===== src/core/cra_map.vh =====
// Purpose: Register offsets, flag positions, command and mode codes of the CPU register block
// Assumes: Included by the register block and its address unit
// Notes:   Definitions only
`ifndef CRA_MAP_VH
`define CRA_MAP_VH

// ==========================================================
// Register offsets (byte addresses on the APB)
`define CRA_OFF_ACC     8'h00
`define CRA_OFF_IDX1    8'h04
`define CRA_OFF_IDX2    8'h08
`define CRA_OFF_SP      8'h0c
`define CRA_OFF_PC      8'h10
`define CRA_OFF_FLAG    8'h14
`define CRA_OFF_INSN    8'h18
`define CRA_OFF_CMD     8'h1c
`define CRA_OFF_EA      8'h20
`define CRA_OFF_STAT    8'h24

// ==========================================================
// Flag register bit positions
`define CRA_F_C         0
`define CRA_F_V         1
`define CRA_F_Z         2
`define CRA_F_N         3
`define CRA_F_I         4
`define CRA_F_H         5
`define CRA_F_X         6
`define CRA_F_S         7

// ==========================================================
// Reset values
`define CRA_FLAG_RST    8'hd0
`define CRA_SP_RST      16'h00ff
`define CRA_PC_RST      16'h0000

// ==========================================================
// Command codes (CMD[3:0])
`define CRA_OP_NOP      4'h0
`define CRA_OP_DECODE   4'h1
`define CRA_OP_ALU      4'h2
`define CRA_OP_PUSH     4'h3
`define CRA_OP_PULL     4'h4
`define CRA_OP_BRANCH   4'h5
`define CRA_OP_TAP      4'h6
`define CRA_OP_RETURN   4'h7
`define CRA_OP_STOP     4'h8

// ==========================================================
// Addressing modes (CMD[6:4])
`define CRA_M_IMM       3'h0
`define CRA_M_DIR       3'h1
`define CRA_M_EXT       3'h2
`define CRA_M_IDX       3'h3
`define CRA_M_INH       3'h4
`define CRA_M_REL       3'h5

// ==========================================================
// ALU selections (CMD[19:16])
`define CRA_A_ADD       4'h0
`define CRA_A_ADC       4'h1
`define CRA_A_SUB       4'h2
`define CRA_A_AND       4'h3
`define CRA_A_ASL       4'h4
`define CRA_A_ADDAB     4'h5
`define CRA_A_ADDD      4'h6
`define CRA_A_LDA       4'h7

// ==========================================================
// Prebytes and opcode pages
`define CRA_PRE_P2      8'h18
`define CRA_PRE_P3      8'h1a
`define CRA_PRE_P4      8'hcd
`define CRA_PG1         2'h0
`define CRA_PG2         2'h1
`define CRA_PG3         2'h2
`define CRA_PG4         2'h3
`define CRA_DIR_HI      8'h00

`endif


===== src/core/cra_addr.v =====
// Purpose: Effective-address and instruction-length former
// Assumes: Instruction bytes packed low byte first, prebyte if any in byte 0
// Notes:   Purely combinational
`timescale 1ns/1ns
`default_nettype none
`include "cra_map.vh"

module cra_addr (
	// Instruction and mode
	input  wire [31:0] insn,
	input  wire [2:0]  mode,
	input  wire        wide,
	// Register state
	input  wire [15:0] idx1,
	input  wire [15:0] idx2,
	input  wire [15:0] pc,
	// Results
	output reg  [15:0] ea,
	output reg  [1:0]  page,
	output reg  [2:0]  len,
	output reg         mem_ref,
	output wire        extra_cyc
);
	wire       pre;
	wire [7:0] b1;
	wire [7:0] b2;
	wire [2:0] o;

	// ==========================================================
	// Prebyte decode
	assign pre       = (insn[7:0] == `CRA_PRE_P2) || (insn[7:0] == `CRA_PRE_P3) ||
	                   (insn[7:0] == `CRA_PRE_P4);
	assign extra_cyc = pre;
	assign o         = pre ? 3'h1 : 3'h0;
	assign b1        = pre ? insn[23:16] : insn[15:8];
	assign b2        = pre ? insn[31:24] : insn[23:16];

	// ==========================================================
	// Address formation
	always @* begin
		case (insn[7:0])
			`CRA_PRE_P2: page = `CRA_PG2;
			`CRA_PRE_P3: page = `CRA_PG3;
			`CRA_PRE_P4: page = `CRA_PG4;
			default:     page = `CRA_PG1;
		endcase
		mem_ref = 1'b1;
		case (mode)
			`CRA_M_IMM: begin
				ea  = pc + {13'h0, o} + 16'h0001;
				len = o + (wide ? 3'h3 : 3'h2);
			end
			`CRA_M_DIR: begin
				ea  = {`CRA_DIR_HI, b1};
				len = o + 3'h2;
			end
			`CRA_M_EXT: begin
				ea  = {b1, b2};
				len = o + 3'h3;
			end
			`CRA_M_IDX: begin
				// 16-bit sum wraps past the top of memory
				ea  = ((page == `CRA_PG2) ? idx2 : idx1) + {8'h00, b1};
				len = o + 3'h2;
			end
			`CRA_M_REL: begin
				ea  = pc + {13'h0, o} + 16'h0002 + {{8{b1[7]}}, b1};
				len = o + 3'h2;
			end
			default: begin
				ea      = 16'h0000;
				len     = o + 3'h1;
				mem_ref = 1'b0;
			end
		endcase
	end
endmodule
`default_nettype wire


===== src/core/cra_regs.v =====
// Purpose: Programmer-visible CPU registers, flags and operand addressing behind APB
// Assumes: Single-master APB, pclk at 10 MHz, memory bus answers reads in the cycle the read strobe is high
// Notes:   Commands written to CMD act in the access cycle of that write
`timescale 1ns/1ns
`default_nettype none
`include "cra_map.vh"

module cra_regs (
	// Clock and reset
	input  wire        pclk,
	input  wire        presetn,
	// APB slave
	input  wire        psel,
	input  wire        penable,
	input  wire        pwrite,
	input  wire [7:0]  paddr,
	input  wire [31:0] pwdata,
	output reg  [31:0] prdata,
	output reg         pready,
	output reg         pslverr,
	// Internal memory bus
	output reg  [15:0] mem_addr_q,
	output reg  [7:0]  mem_wdata_q,
	output reg         mem_wr_q,
	output reg         mem_rd_q,
	input  wire [7:0]  mem_rdata,
	// Interrupt pins and events
	input  wire        irq_req_n,
	input  wire        nonmaskable_interrupt_input_n,
	output reg         irq_ack_q,
	output reg         nmi_ack_q,
	output reg         stop_q
);
	// ==========================================================
	// State
	reg  [15:0] acc_q;
	reg  [15:0] idx1_q;
	reg  [15:0] idx2_q;
	reg  [15:0] sp_q;
	reg  [15:0] pc_q;
	reg  [7:0]  flag_q;
	reg  [31:0] insn_q;
	reg  [15:0] ea_q;
	reg  [1:0]  page_q;
	reg  [2:0]  len_q;
	reg         extra_q;
	reg         mref_q;
	reg         pull_pend_q;
	reg  [1:0]  irq_sync_q;
	reg  [2:0]  nmi_sync_q;

	wire        acc_wr;
	wire        acc_rd;
	wire        cmd_go;
	wire [3:0]  op;
	wire [2:0]  cmd_mode;
	wire [2:0]  eff_mode;
	wire [7:0]  opnd;
	wire [15:0] opnd16;
	wire [3:0]  alu_sel;
	wire [2:0]  cond_sel;
	wire        cond_pol;
	wire [15:0] ea_w;
	wire [1:0]  page_w;
	wire [2:0]  len_w;
	wire        mref_w;
	wire        extra_w;
	wire        nmi_fall;
	wire        irq_live;

	// ==========================================================
	// APB decode
	assign acc_wr   = psel & penable & pready & pwrite;
	assign acc_rd   = psel & ~penable & ~pwrite;
	assign cmd_go   = acc_wr & (paddr == `CRA_OFF_CMD);
	assign op       = pwdata[3:0];
	assign cmd_mode = pwdata[6:4];
	assign opnd     = pwdata[15:8];
	assign opnd16   = {pwdata[15:8], pwdata[31:24]};
	assign alu_sel  = pwdata[19:16];
	assign cond_sel = pwdata[22:20];
	assign cond_pol = pwdata[23];
	assign eff_mode = (op == `CRA_OP_BRANCH) ? `CRA_M_REL : cmd_mode;

	// ==========================================================
	// Address former
	cra_addr u_addr (
		.insn      (insn_q),
		.mode      (eff_mode),
		.wide      (pwdata[7]),
		.idx1      (idx1_q),
		.idx2      (idx2_q),
		.pc        (pc_q),
		.ea        (ea_w),
		.page      (page_w),
		.len       (len_w),
		.mem_ref   (mref_w),
		.extra_cyc (extra_w)
	);

	// ==========================================================
	// Pin synchronisers
	always @(posedge pclk or negedge presetn) begin
		if (!presetn) begin
			irq_sync_q <= 2'h3;
			nmi_sync_q <= 3'h7;
		end else begin
			irq_sync_q <= {irq_sync_q[0], irq_req_n};
			nmi_sync_q <= {nmi_sync_q[1:0], nonmaskable_interrupt_input_n};
		end
	end
	assign nmi_fall = nmi_sync_q[2] & ~nmi_sync_q[1] & ~flag_q[`CRA_F_X];
	assign irq_live = ~irq_sync_q[1] & ~flag_q[`CRA_F_I];

	// ==========================================================
	// ALU
	reg  [7:0]  a_in;
	reg  [7:0]  m_in;
	reg  [8:0]  sum9;
	reg  [16:0] sum17;
	reg  [15:0] res;
	reg         wide_res;
	reg         c_n;
	reg         v_n;
	reg         h_n;
	reg         h_upd;
	reg         c_upd;
	reg         cond_ok;
	reg         cflag;

	always @* begin
		a_in     = acc_q[15:8];
		m_in     = (alu_sel == `CRA_A_ADDAB) ? acc_q[7:0] : opnd;
		cflag    = flag_q[`CRA_F_C];
		sum9     = 9'h000;
		sum17    = 17'h00000;
		res      = 16'h0000;
		wide_res = 1'b0;
		c_n      = cflag;
		v_n      = 1'b0;
		h_n      = flag_q[`CRA_F_H];
		h_upd    = 1'b0;
		c_upd    = 1'b1;
		case (alu_sel)
			`CRA_A_ADD, `CRA_A_ADC, `CRA_A_ADDAB: begin
				sum9  = {1'b0, a_in} + {1'b0, m_in} +
				        {8'h00, (alu_sel == `CRA_A_ADC) & cflag};
				res   = {8'h00, sum9[7:0]};
				c_n   = sum9[8];
				v_n   = (a_in[7] & m_in[7] & ~sum9[7]) | (~a_in[7] & ~m_in[7] & sum9[7]);
				h_n   = (a_in[3] & m_in[3]) | (m_in[3] & ~sum9[3]) | (~sum9[3] & a_in[3]);
				h_upd = 1'b1;
			end
			`CRA_A_SUB: begin
				sum9 = {1'b0, a_in} - {1'b0, m_in};
				res  = {8'h00, sum9[7:0]};
				c_n  = sum9[8];
				v_n  = (a_in[7] & ~m_in[7] & ~sum9[7]) | (~a_in[7] & m_in[7] & sum9[7]);
			end
			`CRA_A_AND: begin
				res   = {8'h00, a_in & m_in};
				c_upd = 1'b0;
			end
			`CRA_A_ASL: begin
				res = {8'h00, a_in[6:0], 1'b0};
				c_n = a_in[7];
				v_n = a_in[7] ^ a_in[6];
			end
			`CRA_A_ADDD: begin
				sum17    = {1'b0, acc_q} + {1'b0, opnd16};
				res      = sum17[15:0];
				wide_res = 1'b1;
				c_n      = sum17[16];
				v_n      = (acc_q[15] & opnd16[15] & ~sum17[15]) |
				           (~acc_q[15] & ~opnd16[15] & sum17[15]);
			end
			default: begin
				res   = {8'h00, m_in};
				c_upd = 1'b0;
			end
		endcase
		if (!c_upd)
			c_n = cflag;
		case (cond_sel)
			3'h1:    cond_ok = flag_q[`CRA_F_C] == cond_pol;
			3'h2:    cond_ok = flag_q[`CRA_F_Z] == cond_pol;
			3'h3:    cond_ok = flag_q[`CRA_F_N] == cond_pol;
			3'h4:    cond_ok = flag_q[`CRA_F_V] == cond_pol;
			default: cond_ok = 1'b1;
		endcase
	end

	// ==========================================================
	// CPU state and commands
	always @(posedge pclk or negedge presetn) begin
		if (!presetn) begin
			acc_q       <= 16'h0000;
			idx1_q      <= 16'h0000;
			idx2_q      <= 16'h0000;
			sp_q        <= `CRA_SP_RST;
			pc_q        <= `CRA_PC_RST;
			flag_q      <= `CRA_FLAG_RST;
			insn_q      <= 32'h00000000;
			ea_q        <= 16'h0000;
			page_q      <= `CRA_PG1;
			len_q       <= 3'h0;
			extra_q     <= 1'b0;
			mref_q      <= 1'b0;
			pull_pend_q <= 1'b0;
			mem_addr_q  <= 16'h0000;
			mem_wdata_q <= 8'h00;
			mem_wr_q    <= 1'b0;
			mem_rd_q    <= 1'b0;
			irq_ack_q   <= 1'b0;
			nmi_ack_q   <= 1'b0;
			stop_q      <= 1'b0;
		end else begin
			mem_wr_q    <= 1'b0;
			mem_rd_q    <= 1'b0;
			irq_ack_q   <= 1'b0;
			nmi_ack_q   <= 1'b0;
			pull_pend_q <= 1'b0;
			if (pull_pend_q)
				acc_q[15:8] <= mem_rdata;
			if (acc_wr) begin
				case (paddr)
					`CRA_OFF_ACC:  acc_q  <= pwdata[15:0];
					`CRA_OFF_IDX1: idx1_q <= pwdata[15:0];
					`CRA_OFF_IDX2: idx2_q <= pwdata[15:0];
					`CRA_OFF_SP:   sp_q   <= pwdata[15:0];
					`CRA_OFF_PC:   pc_q   <= pwdata[15:0];
					`CRA_OFF_FLAG: flag_q <= {pwdata[7], flag_q[`CRA_F_X], pwdata[5:0]};
					`CRA_OFF_INSN: insn_q <= pwdata;
					default: ;
				endcase
			end
			if (cmd_go) begin
				case (op)
					`CRA_OP_DECODE: begin
						ea_q    <= ea_w;
						page_q  <= page_w;
						len_q   <= len_w;
						extra_q <= extra_w;
						mref_q  <= mref_w;
						pc_q    <= pc_q + {13'h0, len_w};
					end
					`CRA_OP_ALU: begin
						if (wide_res)
							acc_q <= res;
						else
							acc_q[15:8] <= res[7:0];
						flag_q[`CRA_F_C] <= c_n;
						flag_q[`CRA_F_V] <= v_n;
						flag_q[`CRA_F_Z] <= wide_res ? (res == 16'h0000) : (res[7:0] == 8'h00);
						flag_q[`CRA_F_N] <= wide_res ? res[15] : res[7];
						if (h_upd)
							flag_q[`CRA_F_H] <= h_n;
					end
					`CRA_OP_PUSH: begin
						mem_addr_q  <= sp_q;
						mem_wdata_q <= acc_q[15:8];
						mem_wr_q    <= 1'b1;
						sp_q        <= sp_q - 16'h0001;
					end
					`CRA_OP_PULL: begin
						mem_addr_q  <= sp_q + 16'h0001;
						mem_rd_q    <= 1'b1;
						pull_pend_q <= 1'b1;
						sp_q        <= sp_q + 16'h0001;
					end
					`CRA_OP_BRANCH: begin
						ea_q  <= ea_w;
						len_q <= len_w;
						pc_q  <= cond_ok ? ea_w : pc_q + {13'h0, len_w};
					end
					`CRA_OP_TAP:
						flag_q <= {acc_q[15], acc_q[14] & flag_q[`CRA_F_X], acc_q[13:8]};
					`CRA_OP_RETURN:
						flag_q <= {opnd[7], opnd[6] & flag_q[`CRA_F_X], opnd[5:0]};
					`CRA_OP_STOP:
						if (!flag_q[`CRA_F_S])
							stop_q <= 1'b1;
					default: ;
				endcase
			end
			// Hardware mask sets come last so they win over any write
			if (irq_live) begin
				flag_q[`CRA_F_I] <= 1'b1;
				irq_ack_q        <= 1'b1;
				stop_q           <= 1'b0;
			end
			if (nmi_fall) begin
				flag_q[`CRA_F_X] <= 1'b1;
				flag_q[`CRA_F_I] <= 1'b1;
				nmi_ack_q        <= 1'b1;
				stop_q           <= 1'b0;
			end
		end
	end

	// ==========================================================
	// APB answer: one access cycle, read data registered in setup
	always @(posedge pclk or negedge presetn) begin
		if (!presetn) begin
			prdata  <= 32'h00000000;
			pready  <= 1'b0;
			pslverr <= 1'b0;
		end else begin
			pready  <= psel & ~penable;
			pslverr <= psel & ~penable & (paddr > `CRA_OFF_STAT || paddr[1:0] != 2'h0);
			if (acc_rd) begin
				case (paddr)
					`CRA_OFF_ACC:  prdata <= {16'h0000, acc_q};
					`CRA_OFF_IDX1: prdata <= {16'h0000, idx1_q};
					`CRA_OFF_IDX2: prdata <= {16'h0000, idx2_q};
					`CRA_OFF_SP:   prdata <= {16'h0000, sp_q};
					`CRA_OFF_PC:   prdata <= {16'h0000, pc_q};
					`CRA_OFF_FLAG: prdata <= {24'h000000, flag_q};
					`CRA_OFF_INSN: prdata <= insn_q;
					`CRA_OFF_EA:   prdata <= {9'h000, mref_q, extra_q, len_q, page_q, ea_q};
					`CRA_OFF_STAT: prdata <= {29'h0, stop_q, ~irq_sync_q[1], ~nmi_sync_q[1]};
					default:       prdata <= 32'h00000000;
				endcase
			end else if (psel & ~penable) begin
				prdata <= 32'h00000000;
			end
		end
	end
endmodule
`default_nettype wire


===== config.mk =====
export PLATFORM = sky130hd
export DESIGN_NAME = cra_regs
export DESIGN_NICKNAME = d
export VERILOG_FILES = /design/src/core/cra_addr.v /design/src/core/cra_regs.v
export VERILOG_INCLUDE_DIRS = /design/src /design/src/core
export SDC_FILE = /design/constraint.sdc
export NUM_CORES = 1
export LEC_CHECK = 0
export BUFFER_PORTS_ARGS = -buffer_cell sky130_fd_sc_hd__buf_4
export CAP_MARGIN = 25
export CELL_PAD_IN_SITES_DETAIL_PLACEMENT = 1
export CELL_PAD_IN_SITES_GLOBAL_PLACEMENT = 1
export CORE_MARGIN = 10
export CORE_UTILIZATION = 48
export DETAILED_ROUTE_END_ITERATION = 16
export PLACE_DENSITY_LB_ADDON = 0.1
export SLEW_MARGIN = 5
export SYNTH_ARGS = -nofsm -noshare
export SYNTH_HDL_FRONTEND = slang
export SYNTH_HIERARCHICAL = 1
export SYNTH_SLANG_ARGS = --single-unit

===== constraint.sdc =====
create_clock -name pclk -period 6.21 [get_ports pclk]
set_input_delay 0.3105 -clock pclk [delete_from_list [all_inputs] [get_ports pclk]]
set_output_delay 0.3105 -clock pclk [all_outputs]
set_load 0.05 [all_outputs]

-- After elaboration in Yosys (flattened, before gate mapping)
Index checks and enable logic that the tools add are counted.
- flip-flop bits (word level): 211
- word-level logic and storage cells: 225
- bitwise operators: 48
- reductions and logical operators: 27
- equal/unequal tests: 43
- $lt $le $gt $ge: 1
- add/subtract/negate cells: 16
- muxes and demuxes: 64
- operators with widths (kind ; count):
    $pmux 32 s9 ; 1
    $mux 16 ; 12
    $pmux 16 s5 ; 2
    $pmux 16 s2 ; 3
    $mux 8 ; 9
    $mux 32 ; 2
    $eq 8x5->1 const B ; 6
    $add 16x1->16 const B ; 2
    $add 16x3->16 ; 2
    $and 1x1->1 ; 28
    $eq 4x3->1 const B ; 7
    $mux 1 ; 25
    $add 16x16->17 ; 1
    $add 16x16->16 ; 1
    $add 16x2->16 const B ; 1
    $add 16x8->16 ; 1
    $eq 4x2->1 const B ; 4
    $eq 8x4->1 const B ; 2
    $eq 8x6->1 const B ; 2
    $logic_not 16->1 ; 1
    $logic_not 8->1 ; 2
    $reduce_and 2->1 ; 8
    $sub 16x1->16 const B ; 1
    $not 1->1 ; 13
    41 further kinds ; 63

-- Depth between registers and ports, before layout
Gate-level depths: netlist (run 1).
- depth after elaboration: 14
- mapped depth: 23
- depth with buffers taken out: 20

-- By module
Netlist (run 1), hierarchy kept.
- modules (own cells, without submodules) (module ; area an instance (um^2) ; cells each ; sequential area each (um^2) ; instances):
    cra_regs ; 12912.4 ; 1379 ; 5300.1 ; 1
    cra_addr ; 3128.0 ; 441 ; 0.0 ; 1

-- Worst setup path after synthesis (run 1)
No wires, ideal clock.
- path kind: register to register
- start point: reg insn_q[5]
- end point: reg pc_q[14]
- data arrival time: 4954 ps
- path buffers: 3
- slack: 1115 ps
- required time: 6069 ps
- cell stages (with the launch flop): 22
- setup time: 141 ps
- cell sequence: dfrtp_1 -> nor4bb_1 -> nand4b_1 -> a21bo_1 -> clkbuf_1 -> inv_2 -> buf_1 -> ha_1 -> buf_2 -> nand3_1 -> or3_1 -> nand2_1 -> ha_1 -> ha_1 -> o21a_1 -> a21o_1 -> a211oi_1 -> o21ai_0 -> xor2_1 -> a221o_1 -> a211oi_1 -> a31oi_1
- word-level cells in the longest chain between the ends: 11
- elaborated cells between the ends (all ways): 25
- ends and longest elaborated chain (element ; RTL line ; source):
    start: declaration ; cra_regs.v:42 ; reg [31:0] insn_q;
    start signal: assignment ; cra_regs.v:233 ; `CRA_OFF_INSN: insn_q <= pwdata;
    $eq 8x5->1 ; - ;
    $logic_or 1x1->1 ; cra_addr.v:31 ; assign pre = (insn[7:0] == `CRA_PRE_P2) || (insn[7:0] == `CRA_PRE_P3) ||
    $logic_or 1x1->1 * ; cra_addr.v:31 ;
    net extra_w ; cra_regs.v:67 ; wire extra_w;
    $mux 1 ; cra_addr.v:34 ; assign o = pre ? 3'h1 : 3'h0;
    $add 16x3->16 ; cra_addr.v:50, cra_addr.v:67 ;
    $add 16x2->16 ; cra_addr.v:67 ; ea = pc + {13'h0, o} + 16'h0002 + {{8{b1[7]}}, b1};
    $add 16x16->16 ; cra_addr.v:67 ;
    $pmux 16 s5 * ; cra_addr.v:48 ; case (mode)
    net ea_w[14] ; cra_regs.v:63 ; wire [15:0] ea_w;
    $mux 16 * ; cra_regs.v:274 ; pc_q <= cond_ok ? ea_w : pc_q + {13'h0, len_w};
    $pmux 16 s2 * ; cra_regs.v:238 ; case (op)
    $mux 16 * ; cra_regs.v:237 ; if (cmd_go) begin
    end signal: assignment ; cra_regs.v:231 ; `CRA_OFF_PC: pc_q <= pwdata[15:0];
    end signal: assignment ; cra_regs.v:245 ; pc_q <= pc_q + {13'h0, len_w};
    end signal: assignment ; cra_regs.v:274 ;
    end: declaration ; cra_regs.v:40 ; reg [15:0] pc_q;
Mark *: on every way through the listed nets, which the timed path passes. The rest lies on a longest branch.
A chain may end at the register's enable or synchronous reset.

-- Worst setup path after layout (run 1)
- start point: reg insn_q[0]
- end point: reg pc_q[9]
The elaborated chain is that of the path after synthesis.

==> impl_metrics.ini, run 1 <==
[drt]
wl_per_cell_um = 27.8
vias_per_cell = 6.65
firstDrtPassIters = 8
drtAntennaViolNets = 0
wl_mm = 65.3
vias = 15614
drc = 0
drt-initial-drc-count = 1412

[global_routing]
grt_max_degree = 76
top_usage_layer = met2
met2_usage_pct = 47.8
grt_pass1_wl_mm = 98.4
grtUsageMet3_pct = 7.66
antenna_found_initial = 2
grt_usage_pct = 30.6
grt_pass1_vias = 15902
gr-usage-met1_pct = 40.0
grt-ovfl-total = 0

[logic_synthesis]
synth_ff_type = dfrtp_1
yosysSeqAreaShare_pct = 33.0
synth_edf_count = 0
syn_nets = 1965
synth_area_leaders = dfrtp_1 30%, ha_1 6.4%, mux2_2 6.2%, nand2_1 5.1%, mux2i_1 3.2%
ys_ff_latch = 211
async_flop_share_pct = 100
synthDominantCellAreaShare_pct = 30.4
avgSynthCellArea_um2 = 8.81
ys_warn_count = 6
syn_area_um2 = 16000
synth_cell_types = 101
synthCells = 1820
yosys.area.top_type = dfrtp_1

[placed_design]
dpl.cell_count = 2298
dp_hpwl_mm = 48.2
gp_congestion = 0.962
io_buffers = 117

[clocking]
h-tree-depth = 1
cts_sinks = 211
cts_buffers = 25
clkTransAtPathRegs_ps = 70
cts_tree = yes
cts_buffer_depth = 3
cts_resized = 0
cts_root_buf = clkbuf_16
insertion_delay_ps = 550
cts_setup_buffers = 0

[floorplan]
die_h_um = 203
io_pins = 118
initial_core_util_pct = 48.9
rows = 66
dieArea_um2 = 41100
core_um2 = 32800
die-width_um = 203

[timing]
hold_violations = 0
fin_crit_ps = 5650
setup_violations = 0
drv_slew = 0
hold_ws_ps = 50.7
rsz0062_at_grt = false
tightest_slew_ps = 1090
tns_ps = 0
fin_crit_sh_pct = 91.1
fmax_mhz = 177
slew_headroom_pct = 26.6
finClkSkew_ps = 37.2

[finish]
layout_commonest_cell = nand2_1
layout.nets = 2032
most-common-layout-cells = 220 x nand2_1, 195 x dfrtp_1, 142 x buf_4, 132 x nor2_1, 102 x o21ai_0
n_fill_cell = 3837
drive_above_1_share_pct = 17.3
area_delta_synth_final_pct = 13.1
multiInputGateArea_um2 = 10100
seq_area_um2 = 5300
stdcell_count = 2349

[setup_path]
required_ps = 6630
cp-end-kind = register
arrival_ps = 6070
path_class = register to register
crit_top_cell = ha_1
r2r_slack_ps = 560
critPathMaxStageDelay_ps = 460
start_kind = register
crit_chain = nor4bb_1 -> nand4b_1 -> a21bo_1 -> buf_4 -> inv_2 -> ha_1 -> nand3_1 -> o21ai_0 -> nand2_1 -> ha_1 -> ha_1 -> nand3_1 -> o2111ai_1 -> nand2_1 -> xor2_1 -> o22ai_1 -> a21oi_1 -> o21ai_0 -> a211oi_1 -> a31oi_1
cp_max_fo = 17
cp_slowest_cell = o21ai_0

[status]
status = complete, no violations

[power]
p_per_area_nw_per_um2 = 179
leakagePower_uw = 0.00840
max-vdd-ir-drop_uv = 228

[run]
maxCapViolations = 0

[hold_path]
hold_path_class = input pin to register
==> layout make-up <==
cell class	count	area share (%)
sequential	211	29.2
clock inverter	7	0.503
tap	442	3.05
multi-input combinational	1451	55.8
antenna	2	0.0276
inverter	51	1.06
clock buffer	38	4.10
timing repair buffer	147	6.23
==> kinds of logic after synthesis <==
group	after synthesis	share of synthesized area, %
DFF	211	33.0
xor gates and xnor gates	86	4.78
muxes	143	9.82
AOI/OAI and AO/OA	510	22.1
and+or+nand+nor	622	19.0
buffers and inverters	158	3.83
adders and majority gates	90	7.39
==> path summary, 6_finish.rpt <==
path                                  end           from  cells after the start
min in group asynchronous  mem_addr_q[10]        presetn                      2
max reg2reg                       pc_q[9]      insn_q[0]                     20
max in group asynchronous      prdata[30]        presetn                      3
max                               pc_q[9]      insn_q[0]                     20
min                            insn_q[24]     pwdata[24]                      2
min reg2reg                 irq_sync_q[1]  irq_sync_q[0]                      0
==> metrics by stage <==
stage | total power [uW] | worst slack [ps] | util, % | cell area [um^2]
global placement | 1740 | 1060 | 52.6 | 17200
floorplan | 1590 | 1110 | - | 16000
detailed placement | 1750 | 815 | 52.6 | 17300
finish | 3260 | 555 | 55.3 | 18100
CTS | 3250 | 747 | 55.3 | 18100
global route | 3340 | 283 | 55.3 | 18100
==> power by group <==
group	leakage (uW)	total, uW	internal [uW]	switching (uW)
clock	0.000410	1520	906	614
sequential	0.00287	1400	1390	13.0
combinational	0.00512	338	110	228
==> worst max-delay path, delay by kind of cell (launching register included) <==
family                     cells  cell delay [ps]
and+or+nand+nor                6             1440
adders and majority gates      3             1030
DFF                            1              430
AOI/OAI and AO/OA              8             2040
buffers and inverters          2              300
xor gates and xnor gates       1              300
==> layer usage <==
metal | vias to the layer above | routed length, um
met1 | 7865 | 27300
met5 | - | 92
li1 | 6876 | -
met2 | 715 | 29700
met4 | 4 | 2400
met3 | 154 | 5860
==> cells in the mapped netlist (28+ instances only) <==
cell / count
nand2_1: 220
dfrtp_1: 195
nor2_1: 132
o21ai_0: 102
a21oi_1: 95
clkbuf_1: 88
mux2_2: 88
ha_1: 82
nand3_1: 63
a22oi_1: 54
mux2i_1: 51
inv_1: 49
xnor2_1: 44
xor2_1: 41
nor3_1: 37
nand2b_1: 28
==> what timing repair did <==
action | in CTS | in global routing
setup endpoints to repair | 0 | 0
endpoints found under the hold margin | 50 | 0
hold buffers | 3 | 0
==> registers in the layout, indices dropped and copies added (netlist names), 8 cells and up <==
name,cells
acc_q,16
ea_q,16
flag_q,8
idx1_q,16
idx2_q,16
insn_q,32
mem_addr_q,16
mem_wdata_q,8
pc_q,16
prdata,32
sp_q,16
Power figures use the tool's default switching activity.
==> inputs of run 2 (changes only) <==
--- a/config.mk
+++ b/config.mk
@@ -11,5 +11,5 @@
 export CELL_PAD_IN_SITES_DETAIL_PLACEMENT = 1
 export CELL_PAD_IN_SITES_GLOBAL_PLACEMENT = 1
-export CORE_MARGIN = 10
+export CORE_MARGIN = 1.5
 export CORE_UTILIZATION = 48
 export DETAILED_ROUTE_END_ITERATION = 16
==> constraint.sdc (replaced) <==
create_clock -name pclk -period 6.21 [get_ports pclk]
set_input_delay 0.621 -clock pclk [delete_from_list [all_inputs] [get_ports pclk]]
set_output_delay 0.621 -clock pclk [all_outputs]
set_load 0.05 [all_outputs]
==> run 2 against run 1 <==
Effect of this change: fmax grew 3.4%; non-clock buffer count is 3 lower; highest routed layer is now met4; power increased by 6.7%; largest cell class unchanged; sequential power is essentially flat; first-iteration DRC count grew 9.3%; clock-buffer cell count down 9; largest power group unchanged; clock power increased by 14%.
==> impl_metrics.ini, run 2 (synthesized netlist as in run 1, its figures left out) <==
[timing]
rsz0062_at_grt = false
drv_slew = 0
fmax_mhz = 183
fin_crit_ps = 5470
tightest_slew_ps = 1090
setup_violations = 0
fin_crit_sh_pct = 88.1
slew_headroom_pct = 26.5
finClkSkew_ps = 6.47
worst_slack_ps = 739
hold_violations = 0
tns_ps = 0

[power]
combPwrFrac_pct = 9.7
pwr-share-seq_pct = 40.2
max-vdd-ir-drop_uv = 211
leakagePower_uw = 0.00843
switching_share_pct = 25.5
intPower_uw = 2590
pwr-share-clk_pct = 50.1
switchingPower_uw = 888
p_total_uw = 3480
p_per_area_nw_per_um2 = 191

[finish]
layout.nets = 2029
seq_area_um2 = 5300
fin_area_um2 = 18200
utilization_pct = 55.7
layout_commonest_cell = nand2_1
most-common-layout-cells = 220 x nand2_1, 195 x dfrtp_1, 143 x buf_4, 132 x nor2_1, 102 x o21ai_0
reg_top3 = insn_q: 32 flops, prdata: 32 flops
antenna-diode-count = 0
drive_above_1_share_pct = 17.6
n_fill_cell = 3824
area_delta_synth_final_pct = 13.6
multiInputGateArea_um2 = 10100

[clocking]
cts_resized = 0
cts_setup_buffers = 0
h-tree-depth = 1
cts_buffers = 25
insertion_delay_ps = 530
cts_buffer_depth = 3
cts_root_buf = clkbuf_16
cts_sinks = 211
clkTransAtPathRegs_ps = 60
cts_tree = yes
holdBufCountCts = 0

[global_routing]
antenna_found_initial = 2
grt_max_degree = 87
grt-ovfl-total = 0
grt_usage_pct = 38.6
grt_pass1_vias = 15973
grt_pass1_wl_mm = 99.7

[setup_path]
critPathMaxStageDelay_ps = 440
arrival_ps = 5870
path_class = register to register
crit_chain = nor4bb_1 -> nand4b_1 -> a21bo_1 -> inv_2 -> ha_1 -> nand3_1 -> o21ai_0 -> nand2_1 -> ha_1 -> ha_1 -> nand3_1 -> o2111ai_1 -> nand2_1 -> xor2_1 -> o22ai_1 -> a21oi_1 -> o21ai_0 -> a211oi_1 -> a31oi_1
cp_top_family = compound AO/OA/AOI/OAI gates
path_buf_inv = 1
start_kind = register
crit_top_cell = ha_1
required_ps = 6600
cp_slowest_cell = dfrtp_1
cp-end-kind = register
cp_max_fo = 10

[run]
maxCapViolations = 0

[status]
status = complete, no violations

[placed_design]
pre_cts_ws_ps = 973
gp_congestion = 0.996
io_buffers = 117
dpl-instance-area_um2 = 17300
dp_hpwl_mm = 47.9

[floorplan]
die_h_um = 186
die-width_um = 186
initial_core_util_pct = 49.1
core_um2 = 32700
rows = 66
io_pins = 118
dieArea_um2 = 34500

[drt]
firstDrtPassIters = 8
vias = 15855
vias_per_cell = 6.76
drtAntennaViolNets = 0
wl_mm = 65.8
drt-initial-drc-count = 1543
wl_per_cell_um = 28.1
drc = 0

[hold_path]
hold_path_class = input pin to asynchronous set/reset pin
[run 2: cell types whose count changed in the layout (fill, tap and decap cells not counted), sizes merged, moves of 2 or more]
cell         change
clkbuf           -9
diode            -2
bufinv           +6
dlygate4sd3      -3
[run 2: path summary, 6_finish.rpt]
kind	cells past startpoint	slack [ps]	endpoint	from
worst max-delay path	19	740	pc_q[9]	insn_q[5]
worst min-delay path	1	70	sp_q[15]	presetn
worst max register to register	19	740	pc_q[9]	insn_q[5]
worst min register to register	0	350	nmi_sync_q[1]	nmi_sync_q[0]
max in group asynchronous	2	4740	len_q[1]	presetn
min in group pclk	1	200	irq_sync_q[0]	irq_req_n
[run 2: layout make-up]
class | count | share of cell area [%]
inverter | 51 | 1.05
timing repair buffer | 144 | 5.98
clock inverter | 16 | 1.61
multi-input combinational | 1451 | 55.6
clock buffer | 29 | 3.63
sequential | 211 | 29.1
tap | 442 | 3.04
[run 2: per-stage QoR]
step                      cells  hold slack (ps)
after floorplan            1820              325
after detailed placement   2299              348
after global placement     2299              347
final                      2344             69.0
after CTS                  2344              115
after global routing       2344              144
[run 2: power by group through the flow]
| stage | combinational [uW] | sequential [uW] | clock, uW |
|---|---|---|---|
| floorplan | 172 | 1420 | 0 |
| global placement | 320 | 1420 | 0 |
| detailed placement | 328 | 1420 | 0 |
| CTS | 331 | 1400 | 1740 |
| global route | 359 | 1400 | 1780 |
| finish | 338 | 1400 | 1740 |
[run 2: layer usage]
layer / up-vias / global-route usage, % / routed length (um)
met5: - / 0 / 0
li1: 6866 / - / -
met4: 0 / 15.3 / 2870
met3: 191 / 8.10 / 5970
met2: 776 / 62.6 / 30200
met1: 8022 / 50.1 / 26800
